===== src/dom_pkg.sv =====
/*
  Shared constants for the eight-channel digital output monitor: register
  numbers, frame offsets, function models, reset values and timing counts.
  Assumes a single 200 MHz system clock on both ends of the link.
*/
package dom_pkg;

  localparam int          CLK_MHZ            = 200;
  localparam int          NUM_CH             = 8;
  localparam logic [7:0]  REG_OUTPUT_SWITCH  = 8'h02;
  localparam logic [7:0]  REG_CHANNEL_FAULT  = 8'h1e;
  localparam logic [3:0]  FRM_OFS_OUTPUT     = 4'h0;
  localparam logic [3:0]  FRM_OFS_STATUS     = 4'h1;
  localparam logic [3:0]  BC_OFS_OUTPUT      = 4'h0;
  localparam logic [7:0]  MODEL_STANDARD     = 8'h00;
  localparam logic [7:0]  MODEL_BUS_CTRL     = 8'hfe;
  localparam logic [7:0]  OUTPUT_RESET       = 8'h00;
  localparam logic [7:0]  FAULT_RESET        = 8'h00;
  localparam int          LOGICAL_SLOTS      = 1;
  // Sync to output delay, below the 60 us ceiling.
  localparam int          APPLY_DELAY_NS     = 2000;
  localparam int          APPLY_DELAY_CYC    =
    (APPLY_DELAY_NS * CLK_MHZ) / 1000;
  localparam int          MAX_DELAY_US       = 60;
  // Shortest bus cycle the controller may use.
  localparam int          MIN_CYCLE_US       = 100;
  localparam int          MIN_CYCLE_CYC      = MIN_CYCLE_US * CLK_MHZ;
  // Settle time before a sensed mismatch counts as a fault.
  localparam int          SETTLE_NS          = 1000;
  localparam int          SETTLE_CYC         = (SETTLE_NS * CLK_MHZ) / 1000;

endpackage


===== src/dom_link_if.sv =====
/*
  Link between the bus controller end and the output module end: cyclic
  frame slots, acyclic register accesses, cycle sync and fault events.
  Assumes both ends share clk_sys.
*/
`timescale 1ns/1ps
interface dom_link_if;
  logic       sync_p;
  logic       model_bc;
  logic       cyc_wr_vld;
  logic [3:0] cyc_wr_ofs;
  logic [7:0] cyc_wr_data;
  logic       cyc_rd_req;
  logic [3:0] cyc_rd_ofs;
  logic       cyc_rd_vld;
  logic [7:0] cyc_rd_data;
  logic       acy_req;
  logic       acy_wr;
  logic [7:0] acy_reg;
  logic [7:0] acy_wdata;
  logic       acy_ack;
  logic       acy_err;
  logic [7:0] acy_rdata;
  logic       fault_evt;

  modport ctrl (output sync_p, model_bc, cyc_wr_vld, cyc_wr_ofs,
                cyc_wr_data, cyc_rd_req, cyc_rd_ofs, acy_req, acy_wr,
                acy_reg, acy_wdata,
                input cyc_rd_vld, cyc_rd_data, acy_ack, acy_err,
                acy_rdata, fault_evt);
  modport dev  (input sync_p, model_bc, cyc_wr_vld, cyc_wr_ofs,
                cyc_wr_data, cyc_rd_req, cyc_rd_ofs, acy_req, acy_wr,
                acy_reg, acy_wdata,
                output cyc_rd_vld, cyc_rd_data, acy_ack, acy_err,
                acy_rdata, fault_evt);
endinterface


===== src/dom_device.sv =====
/*
  Output module end: latches the switching byte, applies it a fixed delay
  after the cycle sync, monitors each channel and reports fault changes.
  Assumes link inputs and sensed pins are synchronous to clk_sys.
*/
`timescale 1ns/1ps
//
// Contract
// - Bit n drives output n+1, one on.
// - Apply outputs fixed delay after sync, <60us.
// - Compare sensed state to driven command.
// - Command change restarts that channel's monitor.
// - Status change raises unsolicited fault event.
// - Fault on overload, no supply, or backfeed.
// - Eight fault bits in one status byte.
// - Standard model: write offset 0, read 1.
// - Acyclic numbers: 2 output, 30 status.
// - Bus-controller model: write 0, status acyclic.
// - Controller cycle at least 100 us.
// - Full output update every bus cycle.
// - Packing option is controller-side only.
// - Module occupies one logical slot.
module dom_device
  import dom_pkg::*;
#(
  parameter int NCH         = NUM_CH,
  parameter int APPLY_CYC   = APPLY_DELAY_CYC,
  parameter int SETTLE_CYCS = SETTLE_CYC
) (
  input  wire logic           clk_sys,
  input  wire logic           rst_b,
  dom_link_if.dev             link,
  input  wire logic [NCH-1:0] sense_level,
  input  wire logic [NCH-1:0] overload,
  input  wire logic           io_supply_ok,
  output logic      [NCH-1:0] drive_out
);

  typedef enum logic [1:0] {DOM_IDLE, DOM_WAIT} dom_apply_t;

  dom_apply_t     st_q, st_d;
  logic [15:0]    dly_q, dly_d;
  logic [NCH-1:0] cmd_q, cmd_d;
  logic [NCH-1:0] out_q, out_d;
  logic [NCH-1:0] flt_q, flt_d;
  logic [NCH-1:0] set_q, set_d;
  logic [7:0]     settle_q [NCH];
  logic [7:0]     settle_d [NCH];
  logic           evt_q, evt_d;
  logic           rvld_q, rvld_d;
  logic [7:0]     rdat_q, rdat_d;
  logic           ack_q, ack_d;
  logic           aerr_q, aerr_d;
  logic [7:0]     adat_q, adat_d;
  logic           cyc_out_wr;
  logic           acy_out_wr;

  // Cyclic write of the output byte sits at offset 0 in either model.
  assign cyc_out_wr = link.cyc_wr_vld &&
                      (link.model_bc ? link.cyc_wr_ofs == BC_OFS_OUTPUT
                                     : link.cyc_wr_ofs == FRM_OFS_OUTPUT);
  assign acy_out_wr = link.acy_req && link.acy_wr &&
                      link.acy_reg == REG_OUTPUT_SWITCH;

  always_comb
  begin
    cmd_d = cmd_q;
    if (cyc_out_wr)
      cmd_d = link.cyc_wr_data[NCH-1:0];
    else if (acy_out_wr)
      cmd_d = link.acy_wdata[NCH-1:0];
  end

  // Apply the latched command a fixed count after each sync.
  always_comb
  begin
    st_d  = st_q;
    dly_d = dly_q;
    out_d = out_q;
    case (st_q)
      DOM_IDLE:
        if (link.sync_p)
        begin
          st_d  = DOM_WAIT;
          dly_d = 16'(APPLY_CYC - 1);
        end
      DOM_WAIT:
        if (dly_q == 16'h0000)
        begin
          out_d = cmd_q;
          st_d  = DOM_IDLE;
        end
        else
          dly_d = dly_q - 16'h0001;
      default:
        st_d = DOM_IDLE;
    endcase
  end

  // Per channel monitor against the driven state.
  always_comb
  begin
    flt_d = flt_q;
    set_d = set_q;
    for (int i = 0; i < NCH; i++)
    begin
      settle_d[i] = settle_q[i];
      if (out_d[i] != out_q[i])
      begin
        settle_d[i] = 8'(SETTLE_CYCS);
        set_d[i]    = 1'b0;
        flt_d[i]    = 1'b0;
      end
      else if (!set_q[i])
      begin
        if (settle_q[i] == 8'h00)
          set_d[i] = 1'b1;
        else
          settle_d[i] = settle_q[i] - 8'h01;
      end
      else
        flt_d[i] = overload[i] ||
                   (out_q[i] && !io_supply_ok) ||
                   (sense_level[i] != out_q[i]);
    end
  end

  assign evt_d = (flt_d != flt_q);

  // Cyclic status read at frame offset 1 only in the standard model.
  always_comb
  begin
    rvld_d = 1'b0;
    rdat_d = rdat_q;
    if (link.cyc_rd_req && !link.model_bc &&
        link.cyc_rd_ofs == FRM_OFS_STATUS)
    begin
      rvld_d = 1'b1;
      rdat_d = 8'(flt_q);
    end
  end

  // Acyclic access by register number; anything else is refused.
  always_comb
  begin
    ack_d  = 1'b0;
    aerr_d = 1'b0;
    adat_d = adat_q;
    if (link.acy_req)
    begin
      ack_d = 1'b1;
      if (!link.acy_wr && link.acy_reg == REG_CHANNEL_FAULT)
        adat_d = 8'(flt_q);
      else if (!acy_out_wr)
        aerr_d = 1'b1;
    end
  end

  always_ff @(posedge clk_sys or negedge rst_b)
  begin
    if (!rst_b)
    begin
      st_q   <= DOM_IDLE;
      dly_q  <= 16'h0000;
      cmd_q  <= OUTPUT_RESET;
      out_q  <= OUTPUT_RESET;
      flt_q  <= FAULT_RESET;
      set_q  <= '0;
      for (int i = 0; i < NCH; i++)
        settle_q[i] <= 8'h00;
      evt_q  <= 1'b0;
      rvld_q <= 1'b0;
      rdat_q <= 8'h00;
      ack_q  <= 1'b0;
      aerr_q <= 1'b0;
      adat_q <= 8'h00;
    end
    else
    begin
      st_q   <= st_d;
      dly_q  <= dly_d;
      cmd_q  <= cmd_d;
      out_q  <= out_d;
      flt_q  <= flt_d;
      set_q  <= set_d;
      settle_q <= settle_d;
      evt_q  <= evt_d;
      rvld_q <= rvld_d;
      rdat_q <= rdat_d;
      ack_q  <= ack_d;
      aerr_q <= aerr_d;
      adat_q <= adat_d;
    end
  end

  assign drive_out        = out_q;
  assign link.fault_evt   = evt_q;
  assign link.cyc_rd_vld  = rvld_q;
  assign link.cyc_rd_data = rdat_q;
  assign link.acy_ack     = ack_q;
  assign link.acy_err     = aerr_q;
  assign link.acy_rdata   = adat_q;

endmodule // dom_device


===== src/flat_wrapper.sv =====
// flat-port wrapper written by rule: the top's interface ports become plain ports
module dom_device_flat import dom_pkg::*;
#(
  parameter int NCH         = NUM_CH,
  parameter int APPLY_CYC   = APPLY_DELAY_CYC,
  parameter int SETTLE_CYCS = SETTLE_CYC
)
  (clk_sys, rst_b, sense_level, overload, io_supply_ok, drive_out, link_sync_p, link_model_bc, link_cyc_wr_vld, link_cyc_wr_ofs, link_cyc_wr_data, link_cyc_rd_req, link_cyc_rd_ofs, link_acy_req, link_acy_wr, link_acy_reg, link_acy_wdata, link_cyc_rd_vld, link_cyc_rd_data, link_acy_ack, link_acy_err, link_acy_rdata, link_fault_evt);
  dom_link_if link_i ();
  input  wire logic clk_sys;
  input  wire logic rst_b;
  input  wire logic [NCH-1:0] sense_level;
  input  wire logic [NCH-1:0] overload;
  input  wire logic io_supply_ok;
  output logic      [NCH-1:0] drive_out;
  input wire logic [$bits(link_i.sync_p)-1:0] link_sync_p;
  input wire logic [$bits(link_i.model_bc)-1:0] link_model_bc;
  input wire logic [$bits(link_i.cyc_wr_vld)-1:0] link_cyc_wr_vld;
  input wire logic [$bits(link_i.cyc_wr_ofs)-1:0] link_cyc_wr_ofs;
  input wire logic [$bits(link_i.cyc_wr_data)-1:0] link_cyc_wr_data;
  input wire logic [$bits(link_i.cyc_rd_req)-1:0] link_cyc_rd_req;
  input wire logic [$bits(link_i.cyc_rd_ofs)-1:0] link_cyc_rd_ofs;
  input wire logic [$bits(link_i.acy_req)-1:0] link_acy_req;
  input wire logic [$bits(link_i.acy_wr)-1:0] link_acy_wr;
  input wire logic [$bits(link_i.acy_reg)-1:0] link_acy_reg;
  input wire logic [$bits(link_i.acy_wdata)-1:0] link_acy_wdata;
  output wire logic [$bits(link_i.cyc_rd_vld)-1:0] link_cyc_rd_vld;
  output wire logic [$bits(link_i.cyc_rd_data)-1:0] link_cyc_rd_data;
  output wire logic [$bits(link_i.acy_ack)-1:0] link_acy_ack;
  output wire logic [$bits(link_i.acy_err)-1:0] link_acy_err;
  output wire logic [$bits(link_i.acy_rdata)-1:0] link_acy_rdata;
  output wire logic [$bits(link_i.fault_evt)-1:0] link_fault_evt;
  assign link_i.sync_p = link_sync_p;
  assign link_i.model_bc = link_model_bc;
  assign link_i.cyc_wr_vld = link_cyc_wr_vld;
  assign link_i.cyc_wr_ofs = link_cyc_wr_ofs;
  assign link_i.cyc_wr_data = link_cyc_wr_data;
  assign link_i.cyc_rd_req = link_cyc_rd_req;
  assign link_i.cyc_rd_ofs = link_cyc_rd_ofs;
  assign link_i.acy_req = link_acy_req;
  assign link_i.acy_wr = link_acy_wr;
  assign link_i.acy_reg = link_acy_reg;
  assign link_i.acy_wdata = link_acy_wdata;
  assign link_cyc_rd_vld = link_i.cyc_rd_vld;
  assign link_cyc_rd_data = link_i.cyc_rd_data;
  assign link_acy_ack = link_i.acy_ack;
  assign link_acy_err = link_i.acy_err;
  assign link_acy_rdata = link_i.acy_rdata;
  assign link_fault_evt = link_i.fault_evt;
  dom_device #(.NCH(NCH), .APPLY_CYC(APPLY_CYC), .SETTLE_CYCS(SETTLE_CYCS)) u_core (.clk_sys(clk_sys), .rst_b(rst_b), .link(link_i), .sense_level(sense_level), .overload(overload), .io_supply_ok(io_supply_ok), .drive_out(drive_out));
endmodule

===== config.mk =====
export PLATFORM = sky130hd
export DESIGN_NAME = dom_device_flat
export DESIGN_NICKNAME = d
export VERILOG_FILES = /design/src/dom_pkg.sv /design/src/dom_link_if.sv /design/src/dom_device.sv /design/src/flat_wrapper.sv
export SDC_FILE = /design/constraint.sdc
export NUM_CORES = 1
export LEC_CHECK = 0
export BUFFER_PORTS_ARGS = -buffer_cell sky130_fd_sc_hd__buf_2
export CORE_MARGIN = 2
export CORE_UTILIZATION = 60
export DETAILED_ROUTE_END_ITERATION = 8
export MAX_ROUTING_LAYER = met4
export PLACE_DENSITY_LB_ADDON = 0.12
export REMOVE_ABC_BUFFERS = 1
export SYNTH_ARGS = -nofsm -noshare
export SYNTH_HDL_FRONTEND = slang
export SYNTH_SLANG_ARGS = --single-unit

===== constraint.sdc =====
create_clock -name clk_sys -period 7.9 [get_ports clk_sys]
set_input_delay 1.185 -clock clk_sys [delete_from_list [all_inputs] [get_ports clk_sys]]
set_output_delay 1.185 -clock clk_sys [all_outputs]
set_load 0.05 [all_outputs]

# --- Word level (Yosys, flattened, before mapping) ---
# Index checks and enable logic that the tools add are counted.
# Widths: inputs -> output; s select.
word_totals:
  reg_bits: 134
  in_bits: 57
  output_inout_bits: 28
  elab_cells: 205
op_classes:
  addsub: 9
  eq_ne: 40
  n_mux: 79
  reduce_logical: 57
ops:
  columns: ["cell", "n"]
  rows:
  - ["$mux 8", 28]
  - ["$logic_not 8->1", 8]
  - ["$sub 8x1->8 const B", 8]
  - ["$mux 1", 45]
  - ["$mux 16", 2]
  - ["$pmux 16 s2", 1]
  - ["$ne 2x2->1 const B", 10]
  - ["$reduce_and 2->1", 10]
  - ["$ne 2x1->1 const B", 9]
  - ["$logic_not 16->1", 1]
  - ["$logic_or 1x1->1", 16]
  - ["$ne 1x1->1", 16]
  - ["$sub 16x1->16 const B", 1]
  - ["$logic_and 1x1->1", 14]
  - ["$eq 8x2->1 const B", 1]
  - ["$eq 8x5->1 const B", 1]
  - ["$ne 8x8->1", 1]
  - ["$eq 4x1->1 const B", 1]
  - ["$logic_not 4->1", 1]
  - ["$mux 2", 2]
  - ["$pmux 2 s2", 1]
  - ["$reduce_bool 2->1", 2]
  - ["$logic_not 1->1", 3]
  - ["$reduce_and 3->1", 1]
  - ["2 further kinds", 2]

# --- Logic depth before layout (Yosys ltp) ---
# Gate-level depths: netlist (run 1).
logic_depth:
  depth_word: 7
  depth_mapped: 9
  ltp_nobuf: 8

# --- Least setup slack after synthesis (run 1) ---
# OpenSTA, ideal clock, no wires.
synth_timing:
  path_kind: "input port to flip-flop"
  startpoint: "input port link_cyc_wr_ofs[1]"
  endpoint: "register u_core.cmd_q[6]"
  setup_time_ps: 77
  t_arrival_ps: 2669
  required_ps: 7823
  slack_ps: 5153
  cell_stages: 7
  path_buffers: 2
  path_cell_list: "nor4_1 and2_1 clkbuf_1 o21bai_1 clkbuf_1 nor2_1 a21oi_1"
synth_via:
  elab_chain_len: 3
  elab_cells_between_ends: 4
  cone_classes: "1 x mux; 3 x reduce/logical"
synth_rtl:
  columns: ["element", "line_no", "text"]
  rows:
  - ["from (decl)", "flat_wrapper.sv:19", "input wire logic [$bits(link_i.cyc_wr_ofs)-1:0] link_cyc_wr_ofs;"]
  - ["$logic_not 4->1 (*)", "dom_device.sv:60, dom_device.sv:61", null]
  - ["$logic_and 1x1->1 (*)", "dom_device.sv:59", "assign cyc_out_wr = link.cyc_wr_vld &&"]
  - ["$mux 8 / $reduce_bool 2->1 (equally long branches)", null, null]
  - ["to (signal assigned)", "dom_device.sv:182", "cmd_q <= cmd_d;"]
  - ["to (decl)", "dom_device.sv:43", "logic [NCH-1:0] cmd_q, cmd_d;"]
# Mark *: on every way between the ends. The rest lies on a longest branch, timed or not.
# A chain may end at the register's enable or synchronous reset.

# --- Worst setup path after layout (run 1) ---
layout_timing:
  startpoint: "register u_core.dly_q[12]"
  endpoint: "register u_core.evt_q (netlist: u_core.link.fault_evt)"
layout_via:
  elab_chain_len: 6
  elab_cells_between_ends: 20
  cone_classes: "9 x eq/ne; 10 x mux; 1 x reduce/logical"
layout_rtl:
  columns: ["element", "line_no", "text"]
  rows:
  - ["from (decl)", "dom_device.sv:42", "logic [15:0] dly_q, dly_d;"]
  - ["from (signal assigned)", "dom_device.sv:181", "dly_q <= dly_d;"]
  - ["$logic_not 16->1 (*)", "dom_device.sv:88", "if (dly_q == 16'h0000)"]
  - ["$mux 8 (*)", "dom_device.sv:88", null]
  - ["$mux 8 (*)", "dom_device.sv:80", "case (st_q)"]
  - ["$ne 1x1->1", "dom_device.sv:108", "if (out_d[i] != out_q[i])"]
  - ["$mux 1", "dom_device.sv:108", null]
  - ["$ne 8x8->1 (*)", "dom_device.sv:128", "assign evt_d = (flt_d != flt_q);"]
  - ["via u_core.evt_d", "dom_device.sv:49", "logic evt_q, evt_d;"]
  - ["to (signal assigned)", "dom_device.sv:187", "evt_q <= evt_d;"]
  - ["to (decl)", "dom_device.sv:49", null]
# Mark *: on every way through the listed nets, which the timed path passes. The rest lies on a longest branch.

==> results of run 1 <==
-- flip-flops by register name, indices dropped and copies added, names as in the netlist --
name and cells:
u_core.link.cyc_rd_data 8, u_core.st_q 1, u_core.flt_q 8, u_core.set_q 8
u_core.link.cyc_rd_vld 1, u_core.link.acy_err 1, u_core.settle_q 64, u_core.link.acy_ack 1
u_core.link.acy_rdata 8, u_core.dly_q 16, u_core.drive_out 8, u_core.link.fault_evt 1
u_core.cmd_q 8
-- area by class of cell --
cell class / instances / area [um^2]
clock inverters: 5 / 75.1
flip-flops and latches: 133 / 3330
fillers: 820 / 3090
inverters: 28 / 105
clock buffers: 23 / 477
multi-input cells: 484 / 3070
repair buffers: 85 / 430
well taps: 140 / 175
-- layout by cell type, fill, tap and decap left out, drive strengths merged, types with 3 or more instances in the layout --
cell / instances
xor2: 44
mux2i: 14
nand2: 68
a211oi: 8
inv: 28
nor3b: 5
clkinv: 3
xnor2: 21
ha: 18
mux2: 14
nor4: 8
nor4b: 7
o311ai: 3
or2: 6
dfrtp: 133
nand4: 7
a31oi: 8
or3: 17
nand3b: 12
and2: 5
clkbuf: 23
nor3: 23
a21oi: 16
nand3: 33
o41ai: 3
o21ai: 25
buf: 85
nor2: 91
nand2b: 6
-- synthesized netlist by cell type, types with 3 or more instances --
cell type / count
dfrtp_1: 133
nor2_1: 90
nand2_1: 68
xor2_1: 44
nand3_1: 33
inv_1: 28
o21ai_0: 25
nor3_1: 22
xnor2_1: 21
ha_1: 18
or3_1: 17
a21oi_1: 16
mux2_2: 14
mux2i_1: 14
nand3b_1: 12
a211oi_1: 8
a31oi_1: 8
clkbuf_1: 8
nor4_1: 8
nand4_1: 7
nor4b_1: 7
nand2b_1: 6
or2_2: 6
and2_1: 5
nor3b_2: 3
o311ai_0: 3
o41ai_1: 3
-- per-layer routing --
layer | part of all wire, % | vias up | wire, um | global-route usage [%]
li1 | - | 2452 | - | -
met1 | 44 | 2497 | 6440 | 34.1
met2 | 49 | 137 | 7140 | 43.9
met3 | 4.8 | 29 | 701 | 6.45
met4 | 1.8 | 0 | 267 | 9.89
met5 | 0 | - | 0 | -
-- power groups by stage --
stage          logic, mW  registers, mW  clock network, mW
3_3_place_gp       0.140          0.736                  0
6_report           0.143          0.725              0.744
2_1_floorplan     0.0461          0.774                  0
4_1_cts            0.144          0.725              0.754
3_5_place_dp       0.143          0.737                  0
5_1_grt            0.156          0.728              0.787
-- worst paths after layout --
path                                            start  slack, ns                         end  depth (start not counted)
setup reg to reg                     u_core.dly_q[12]       4.83       u_core.link.fault_evt                          6
min in group asynchronous                       rst_b       0.68         u_core.settle_q[34]                          1
hold / removal             u_core.link.cyc_rd_data[0]       0.47  u_core.link.cyc_rd_data[0]                          2
max in group asynchronous                       rst_b       5.74             u_core.flt_q[6]                          2
setup / recovery                     u_core.dly_q[12]       4.83       u_core.link.fault_evt                          6
hold reg to reg            u_core.link.cyc_rd_data[0]       0.47  u_core.link.cyc_rd_data[0]                          2
-- worst max-delay path: stages (launching register included) --
cell and delay (ns):
dfrtp_1 0.43, or4_4 0.57, or4b_4 0.67, nor2_2 0.61, and2_1 0.38, o32a_1 0.21
nand4_1 0.07
-- kinds of logic (layout without fill, tap and decap cells) --
group / count (synthesis) / after routing
fa+ha+maj: 18 / 18
compound gates: 76 / 76
xor+xnor: 65 / 65
flops: 133 / 133
simple gates: 297 / 297
buf+inv: 38 / 141
mux: 28 / 28
-- stage by stage --
stage               hold slack [ns]  power [mW]  setup WS (ns)
floorplan                     0.449       0.820           5.12
global placement              0.453       0.876           4.83
detailed placement            0.466       0.880           4.76
CTS                           0.479        1.62           4.84
global route                  0.501        1.67           4.69
finish                        0.475        1.61           4.83
==> qor.yml, run 1 <==
row_count: 38
max_freq_mhz: 326
yosys-top-cells-area: "dfrtp_1 51%, xor2_1 5.9%, nor2_1 5.2%, nand2_1 3.9%, ha_1 3.4%"
routabilityCongestion: 0.876
ir_drop_v: 0.000167
io_pins: 85
grt_max_degree: 83
skew_ns: 0.00705
crit_required_ns: 8.30
synth_ff_type: "dfrtp_1"
dieArea_um2: 11800
drt_wl_total_um: 14500
p_int_mw: 1.22
grt_usage_pct: 27.4
yosysSeqAreaShare_pct: 50.8
cts-resized-gates: 0
synth_edf_count: 0
post-route-drc-count: 0
hold_viol: 0
hp-class: "flip-flop to flip-flop"
synth_cell_types: 49
clkTransAtPathRegs_ns: 0.06
final_nets: 824
synth_top_area_cell: "dfrtp_1"
wire_per_inst_um: 16.2
antenna_left: 0
stdcell_area_um2: 7660
cts_buffers: 17
final_cells: 898
antenna_cells: 0
critical_path_class: "flip-flop to flip-flop"
synth-xor-area-share_pct: 8.70
synth_top_cell_area_share_pct: 50.8
cts_sinks: 133
critPathMaxFanout: 16
dr_total_vias: 5115
core_area_um2: 10700
clock_power_share_pct: 46.1
worst_pin_slew_ns: 1.06
clockBufferDepth: 2
antenna_found_initial: 0
clock_latency_ns: 0.53
ys_ff_latch: 133
cts_setup_buffers: 0
viasPerCell: 5.70
detailed_place.area_um2: 7110
grt_pass1_vias: 4976
max_slew_margin_pct: 28.9
grt.overflow.total: 0
drt-pass1-iter-count: 5
slew_viol_final: 0
synth_compound_area_share_pct: 7.26
synthMuxAreaShare_pct: 4.55
p_per_area_nw_per_um2: 211
tns_ns: 0
seq_power_share_pct: 45.0
ys_warn_count: 0
leakagePower_nw: 3.56
netSwitchingFraction_pct: 24.1
die_w_um: 108
startpoint_type: "flip-flop"
maxCapViolCount: 0
port_buffers: 84
synthesis.area_um2: 6550
start_util_pct: 60.9
cts_max_level: 4
fin_crit_sh_pct: 38.8
hold_buffers: 0
synth_adder_area_share_pct: 3.44
area_delta_synth_final_pct: 17.0
setup_violations: 0
die_h_um: 108
grt_pass1_wl_um: 23700
place_inst: 870
cp_data_arrival_time_ns: 3.46
postSynthCellCount: 655
final.min_clock_period_ns: 3.07
synth-async-reset-ratio_pct: 100
synth_top_family_by_area: "simple AND/OR/NAND/NOR gates"
cts_tree: "yes"
rsz0062_at_grt: "false"
drive_above_1_share_pct: 18.6
drt_iter0_markers: 397
place_hpwl_um: 10300
status: "completed"
yosys.area_share.simple_pct: 22.9
syn_avg_cell_area_um2: 9.99
pwr-share-comb_pct: 8.9
critPathCaptureType: "flip-flop"
final_util_pct: 71.3
cts-root-buf: "clkbuf_8"
power_switching_mw: 0.388
Power figures use the tool's default switching activity.
==> run 2: changes to the inputs <==
--- a/config.mk
+++ b/config.mk
@@ -7,7 +7,7 @@
 export LEC_CHECK = 0
 export BUFFER_PORTS_ARGS = -buffer_cell sky130_fd_sc_hd__buf_2
 export CORE_MARGIN = 2
-export CORE_UTILIZATION = 60
+export CORE_UTILIZATION = 52
 export DETAILED_ROUTE_END_ITERATION = 8
 export MAX_ROUTING_LAYER = met4
 export PLACE_DENSITY_LB_ADDON = 0.12
==> constraint.sdc (replaced) <==
create_clock -name clk_sys -period 2.8 [get_ports clk_sys]
set_input_delay 0.42 -clock clk_sys [delete_from_list [all_inputs] [get_ports clk_sys]]
set_output_delay 0.42 -clock clk_sys [all_outputs]
set_load 0.05 [all_outputs]
==> run 2 against run 1 <==
Compared with the run above: sequential power rose to 2.8 times the previous value; sequential share of layout area is 1.0 points lower; flip-flop and latch count did not move; count of clock-buffer cells in the layout up 1; via count shrank 0.53%; critical path type unchanged; worst setup slack got worse by 4.6 ns; design area up 2.4%; utilization decreased by 6.8 points; maximum frequency is 19% higher.
==> qor.yml, run 2 (synthesized netlist as in run 1, its figures left out) <==
grt_pass1_vias: 5057
antenna_left: 0
max_freq_mhz: 387
grt.overflow.total: 0
critPathCaptureType: "flip-flop"
area_delta_synth_final_pct: 19.8
leakagePower_nw: 3.66
antenna_found_initial: 0
final_nets: 841
fin_crit_sh_pct: 92.3
cts_tree: "yes"
stdcell_area_um2: 7840
final.min_clock_period_ns: 2.58
pwr-share-comb_pct: 9.2
whs_ns: 0.145
startpoint_type: "flip-flop"
grt_max_degree: 54
crit_required_ns: 3.08
post-route-drc-count: 0
clkTransAtPathRegs_ns: 0.05
slew_viol_final: 0
row_count: 40
hold_viol: 0
clockBufferDepth: 2
cts-root-buf: "clkbuf_16"
skew_ns: 0.00631
die_w_um: 116
grt_pass1_wl_um: 23800
worst_pin_slew_ns: 0.842
cp_data_arrival_time_ns: 2.87
power_switching_mw: 1.07
total_power_mw: 4.57
detailed_place.area_um2: 7270
drt_iter0_markers: 280
p_per_area_nw_per_um2: 582
status: "completed"
dieArea_um2: 13500
cts_buffers: 17
final_common_cell: "dfrtp_1"
routabilityCongestion: 0.856
clock_latency_ns: 0.41
maxCapViolCount: 0
rsz0062_at_grt: "false"
netSwitchingFraction_pct: 23.5
place_hpwl_um: 10600
setup_violations: 0
p_int_mw: 3.49
core_area_um2: 12200
ir_drop_v: 0.000400
cts-resized-gates: 0
drt_wl_total_um: 14200
drt-pass1-iter-count: 4
max_slew_margin_pct: 43.6
cts_max_level: 4
clock_power_share_pct: 46.0
grt_usage_pct: 23.5
reg_top3: "u_core.settle_q x64, u_core.dly_q x16"
antenna_cells: 0
critPathMaxFanout: 13
largest_reg_flops: 64
io_pins: 85
seq_power_share_pct: 44.8
viasPerCell: 5.39
critical_path_class: "flip-flop to flip-flop"
die_h_um: 116
tns_ns: 0
dr_total_vias: 5088
cts_sinks: 133
regMostFlops: "u_core.settle_q"
port_buffers: 84
start_util_pct: 53.8
hp-class: "primary input to flip-flop"
mostFrequentLayoutCells: "133 x dfrtp_1, 90 x nor2_1, 83 x buf_2, 68 x nand2_1, 44 x xor2_1"
drive_above_1_share_pct: 20.1
wire_per_inst_um: 15.1
[run 2: stage by stage]
step	worst slack, ns	utilization [%]	std cells
after CTS	0.258	64.5	944
after detailed placement	0.269	59.8	914
after floorplan	0.112	-	645
final	0.217	64.5	944
after global routing	0.0618	64.5	944
after global placement	0.319	59.8	914
[run 2: worst paths after layout]
| path | depth (start not counted) | slack (ns) | startpoint | to |
|---|---|---|---|---|
| setup reg to reg | 6 | 0.22 | u_core.dly_q[12] | u_core.dly_q[15] |
| min in group asynchronous | 2 | 0.51 | rst_b | u_core.settle_q[35] |
| max in group asynchronous | 3 | 1.60 | rst_b | u_core.settle_q[42] |
| hold reg to reg | 2 | 0.47 | u_core.link.cyc_rd_data[2] | u_core.link.cyc_rd_data[2] |
| hold / removal | 1 | 0.15 | link_acy_req | u_core.link.acy_ack |
| setup / recovery | 6 | 0.22 | u_core.dly_q[12] | u_core.dly_q[15] |
[run 2: layer usage]
metal | vias up | global-route usage, % | part of all wire (%)
met5 | - | - | 0
met4 | 0 | 6.59 | 1.7
met3 | 17 | 6.12 | 4.2
met2 | 105 | 37.5 | 48
met1 | 2477 | 29.9 | 46
li1 | 2489 | - | -
[run 2: final cells by class]
type,instances,area (um^2)
tap,168,210
timing repair buffer,102,573
sequential,133,3330
multi-input combinational,484,3070
clock inverter,5,75.1
fill,986,4320
inverter,28,105
clock buffer,24,482
[run 2: worst max-delay path: stages (launching register included)]
cell and delay (ns):
dfrtp_1 0.43, or4_4 0.57, or4b_4 0.67, o21ai_0 0.48, nor3_1 0.12, xnor2_1 0.15, nor2_1 0.05
[run 2: what timing repair did]
item,4_1_cts,5_1_grt
setup buffers,0,0
endpoints found under the hold margin,32,0
hold buffers,1,0
[run 2: power by group through the flow]
stage | sequential (mW) | combinational [mW] | clock (mW)
finish | 2.05 | 0.421 | 2.10
CTS | 2.04 | 0.426 | 2.15
floorplan | 2.18 | 0.130 | 0
global placement | 2.08 | 0.415 | 0
global route | 2.05 | 0.461 | 2.24
detailed placement | 2.08 | 0.424 | 0
==> run 3: changes to the inputs <==
==> constraint.sdc (replaced) <==
create_clock -name clk_sys -period 2.8 [get_ports clk_sys]
set_input_delay 0.14 -clock clk_sys [delete_from_list [all_inputs] [get_ports clk_sys]]
set_output_delay 0.14 -clock clk_sys [all_outputs]
set_load 0.05 [all_outputs]
==> run 3 against run 2 <==
Compared with the run above: critical path depth did not move; register-to-register slack got worse by 0.02 ns; utilization fell by 0.21 points; clock power fell by 7%; combinational power barely moved; critical endpoint unchanged; die area did not move; sequential share of layout area rose by 0.14 points; flip-flop and latch count did not move.
==> qor.yml, run 3 (synthesized netlist as in run 1, its figures left out) <==
skew_ns: 0.00737
leakagePower_nw: 3.64
tns_ns: 0
r2r_start: "u_core.dly_q[12]"
grt.busiest_layer: "met2"
cts_sinks: 133
final_nets: 842
critPathCaptureType: "flip-flop"
regMostFlops: "u_core.settle_q"
cp_data_arrival_time_ns: 2.90
grt_pass1_vias: 5100
grt_pass1_wl_um: 24300
grt.overflow.total: 0
final.min_clock_period_ns: 2.60
drt_wl_total_um: 14300
crit_buf_inv: 0
ir_drop_v: 0.000394
cts_setup_buffers: 0
critical_path_class: "flip-flop to flip-flop"
total_power_mw: 4.43
max_freq_mhz: 384
routabilityCongestion: 0.870
hold_buffers: 2
place_inst: 914
io_pins: 85
use_met3_pct: 6.02
drive_above_1_share_pct: 20.1
final_cells: 946
drt_iter0_markers: 316
dr_total_vias: 5103
largest_reg_flops: 64
detailed_place.area_um2: 7270
whs_ns: 0.0208
slowest_stage: "or4b_4"
place_hpwl_um: 10600
cts-resized-gates: 0
core_area_um2: 12200
hp-class: "primary input to flip-flop"
cts_tree: "yes"
clock_latency_ns: 0.41
grt_max_degree: 54
clkTransAtPathRegs_ns: 0.06
critPathMaxFanout: 13
grt_usage_pct: 24.0
cts_buffers: 17
fin_crit_sh_pct: 93.0
mostFrequentLayoutCells: "133 x dfrtp_1, 90 x nor2_1, 83 x buf_2, 68 x nand2_1, 44 x xor2_1"
max_stage_delay_ns: 0.67
status: "completed"
drt-pass1-iter-count: 5
maxCapViolCount: 0
antenna_left: 0
cts_max_level: 4
p_per_area_nw_per_um2: 567
use_met2_pct: 37.5
viasPerCell: 5.39
slew_viol_final: 0
place_ws_ns: 0.221
post-route-drc-count: 0
final_util_pct: 64.3
rsz0062_at_grt: "false"
setup_ws_ns: 0.195
start_util_pct: 53.8
startpoint_type: "flip-flop"
setup_violations: 0
area_delta_synth_final_pct: 19.4
grt_use_met1_pct: 31.0
cts-root-buf: "clkbuf_16"
die_h_um: 116
cp_top_family: "simple AND/OR/NAND/NOR gates"
die_w_um: 116
worst_pin_slew_ns: 0.854
antenna_cells: 0
stdcell_area_um2: 7820
fillerInstances: 996
row_count: 40
hold_viol: 0
dieArea_um2: 13500
crit_required_ns: 3.09
port_buffers: 84
startpoint: "u_core.dly_q[12]"
wire_per_inst_um: 15.1
worstPathCellList: "or4_4, or4b_4, o21ai_0, nor3_1, xnor2_1, nor2_1"
final_common_cell: "dfrtp_1"
max_slew_margin_pct: 42.8
antenna_found_initial: 0
clockBufferDepth: 2
hold_start: "link_acy_wdata[5]"
reg_top3: "u_core.settle_q x64, u_core.dly_q x16"
run 3: final timing paths:
path / cells after the start / slack (ns) / endpoint
worst max-delay path: 6 / 0.20 / u_core.dly_q[15]
worst min-delay path: 3 / 0.02 / u_core.cmd_q[5]
worst max register to register: 6 / 0.20 / u_core.dly_q[15]
worst min register to register: 2 / 0.48 / u_core.link.cyc_rd_data[0]
max in group asynchronous: 3 / 1.84 / u_core.dly_q[5]
min in group asynchronous: 2 / 0.24 / u_core.settle_q[39]
run 3: tightest hold or removal path, cell delays in order:
cell	delay (ns)
buf_2	0.07
mux2i_1	0.05
a21oi_1	0.13
run 3: routing by layer:
metal / wire length (um) / up-vias
li1: - / 2485
met1: 6550 / 2457
met2: 6770 / 139
met3: 788 / 22
met4: 199 / 0
met5: 0 / -
run 3: layout make-up:
| class | count | area, um^2 | share of cell area [%] |
|---|---|---|---|
| Tap cell | 168 | 210 | 2.69 |
| Clock inverter | 4 | 22.5 | 0.288 |
| Multi-Input combinational cell | 484 | 3070 | 39.2 |
| Timing Repair Buffer | 103 | 583 | 7.46 |
| Clock buffer | 26 | 499 | 6.39 |
| Inverter | 28 | 105 | 1.34 |
| Sequential cell | 133 | 3330 | 42.6 |
run 3: power breakdown:
| part | internal (mW) | switching (mW) |
|---|---|---|
| combinational | 0.142 | 0.282 |
| clock | 1.21 | 0.750 |
| sequential | 1.99 | 0.0517 |
| total | 3.34 | 1.08 |
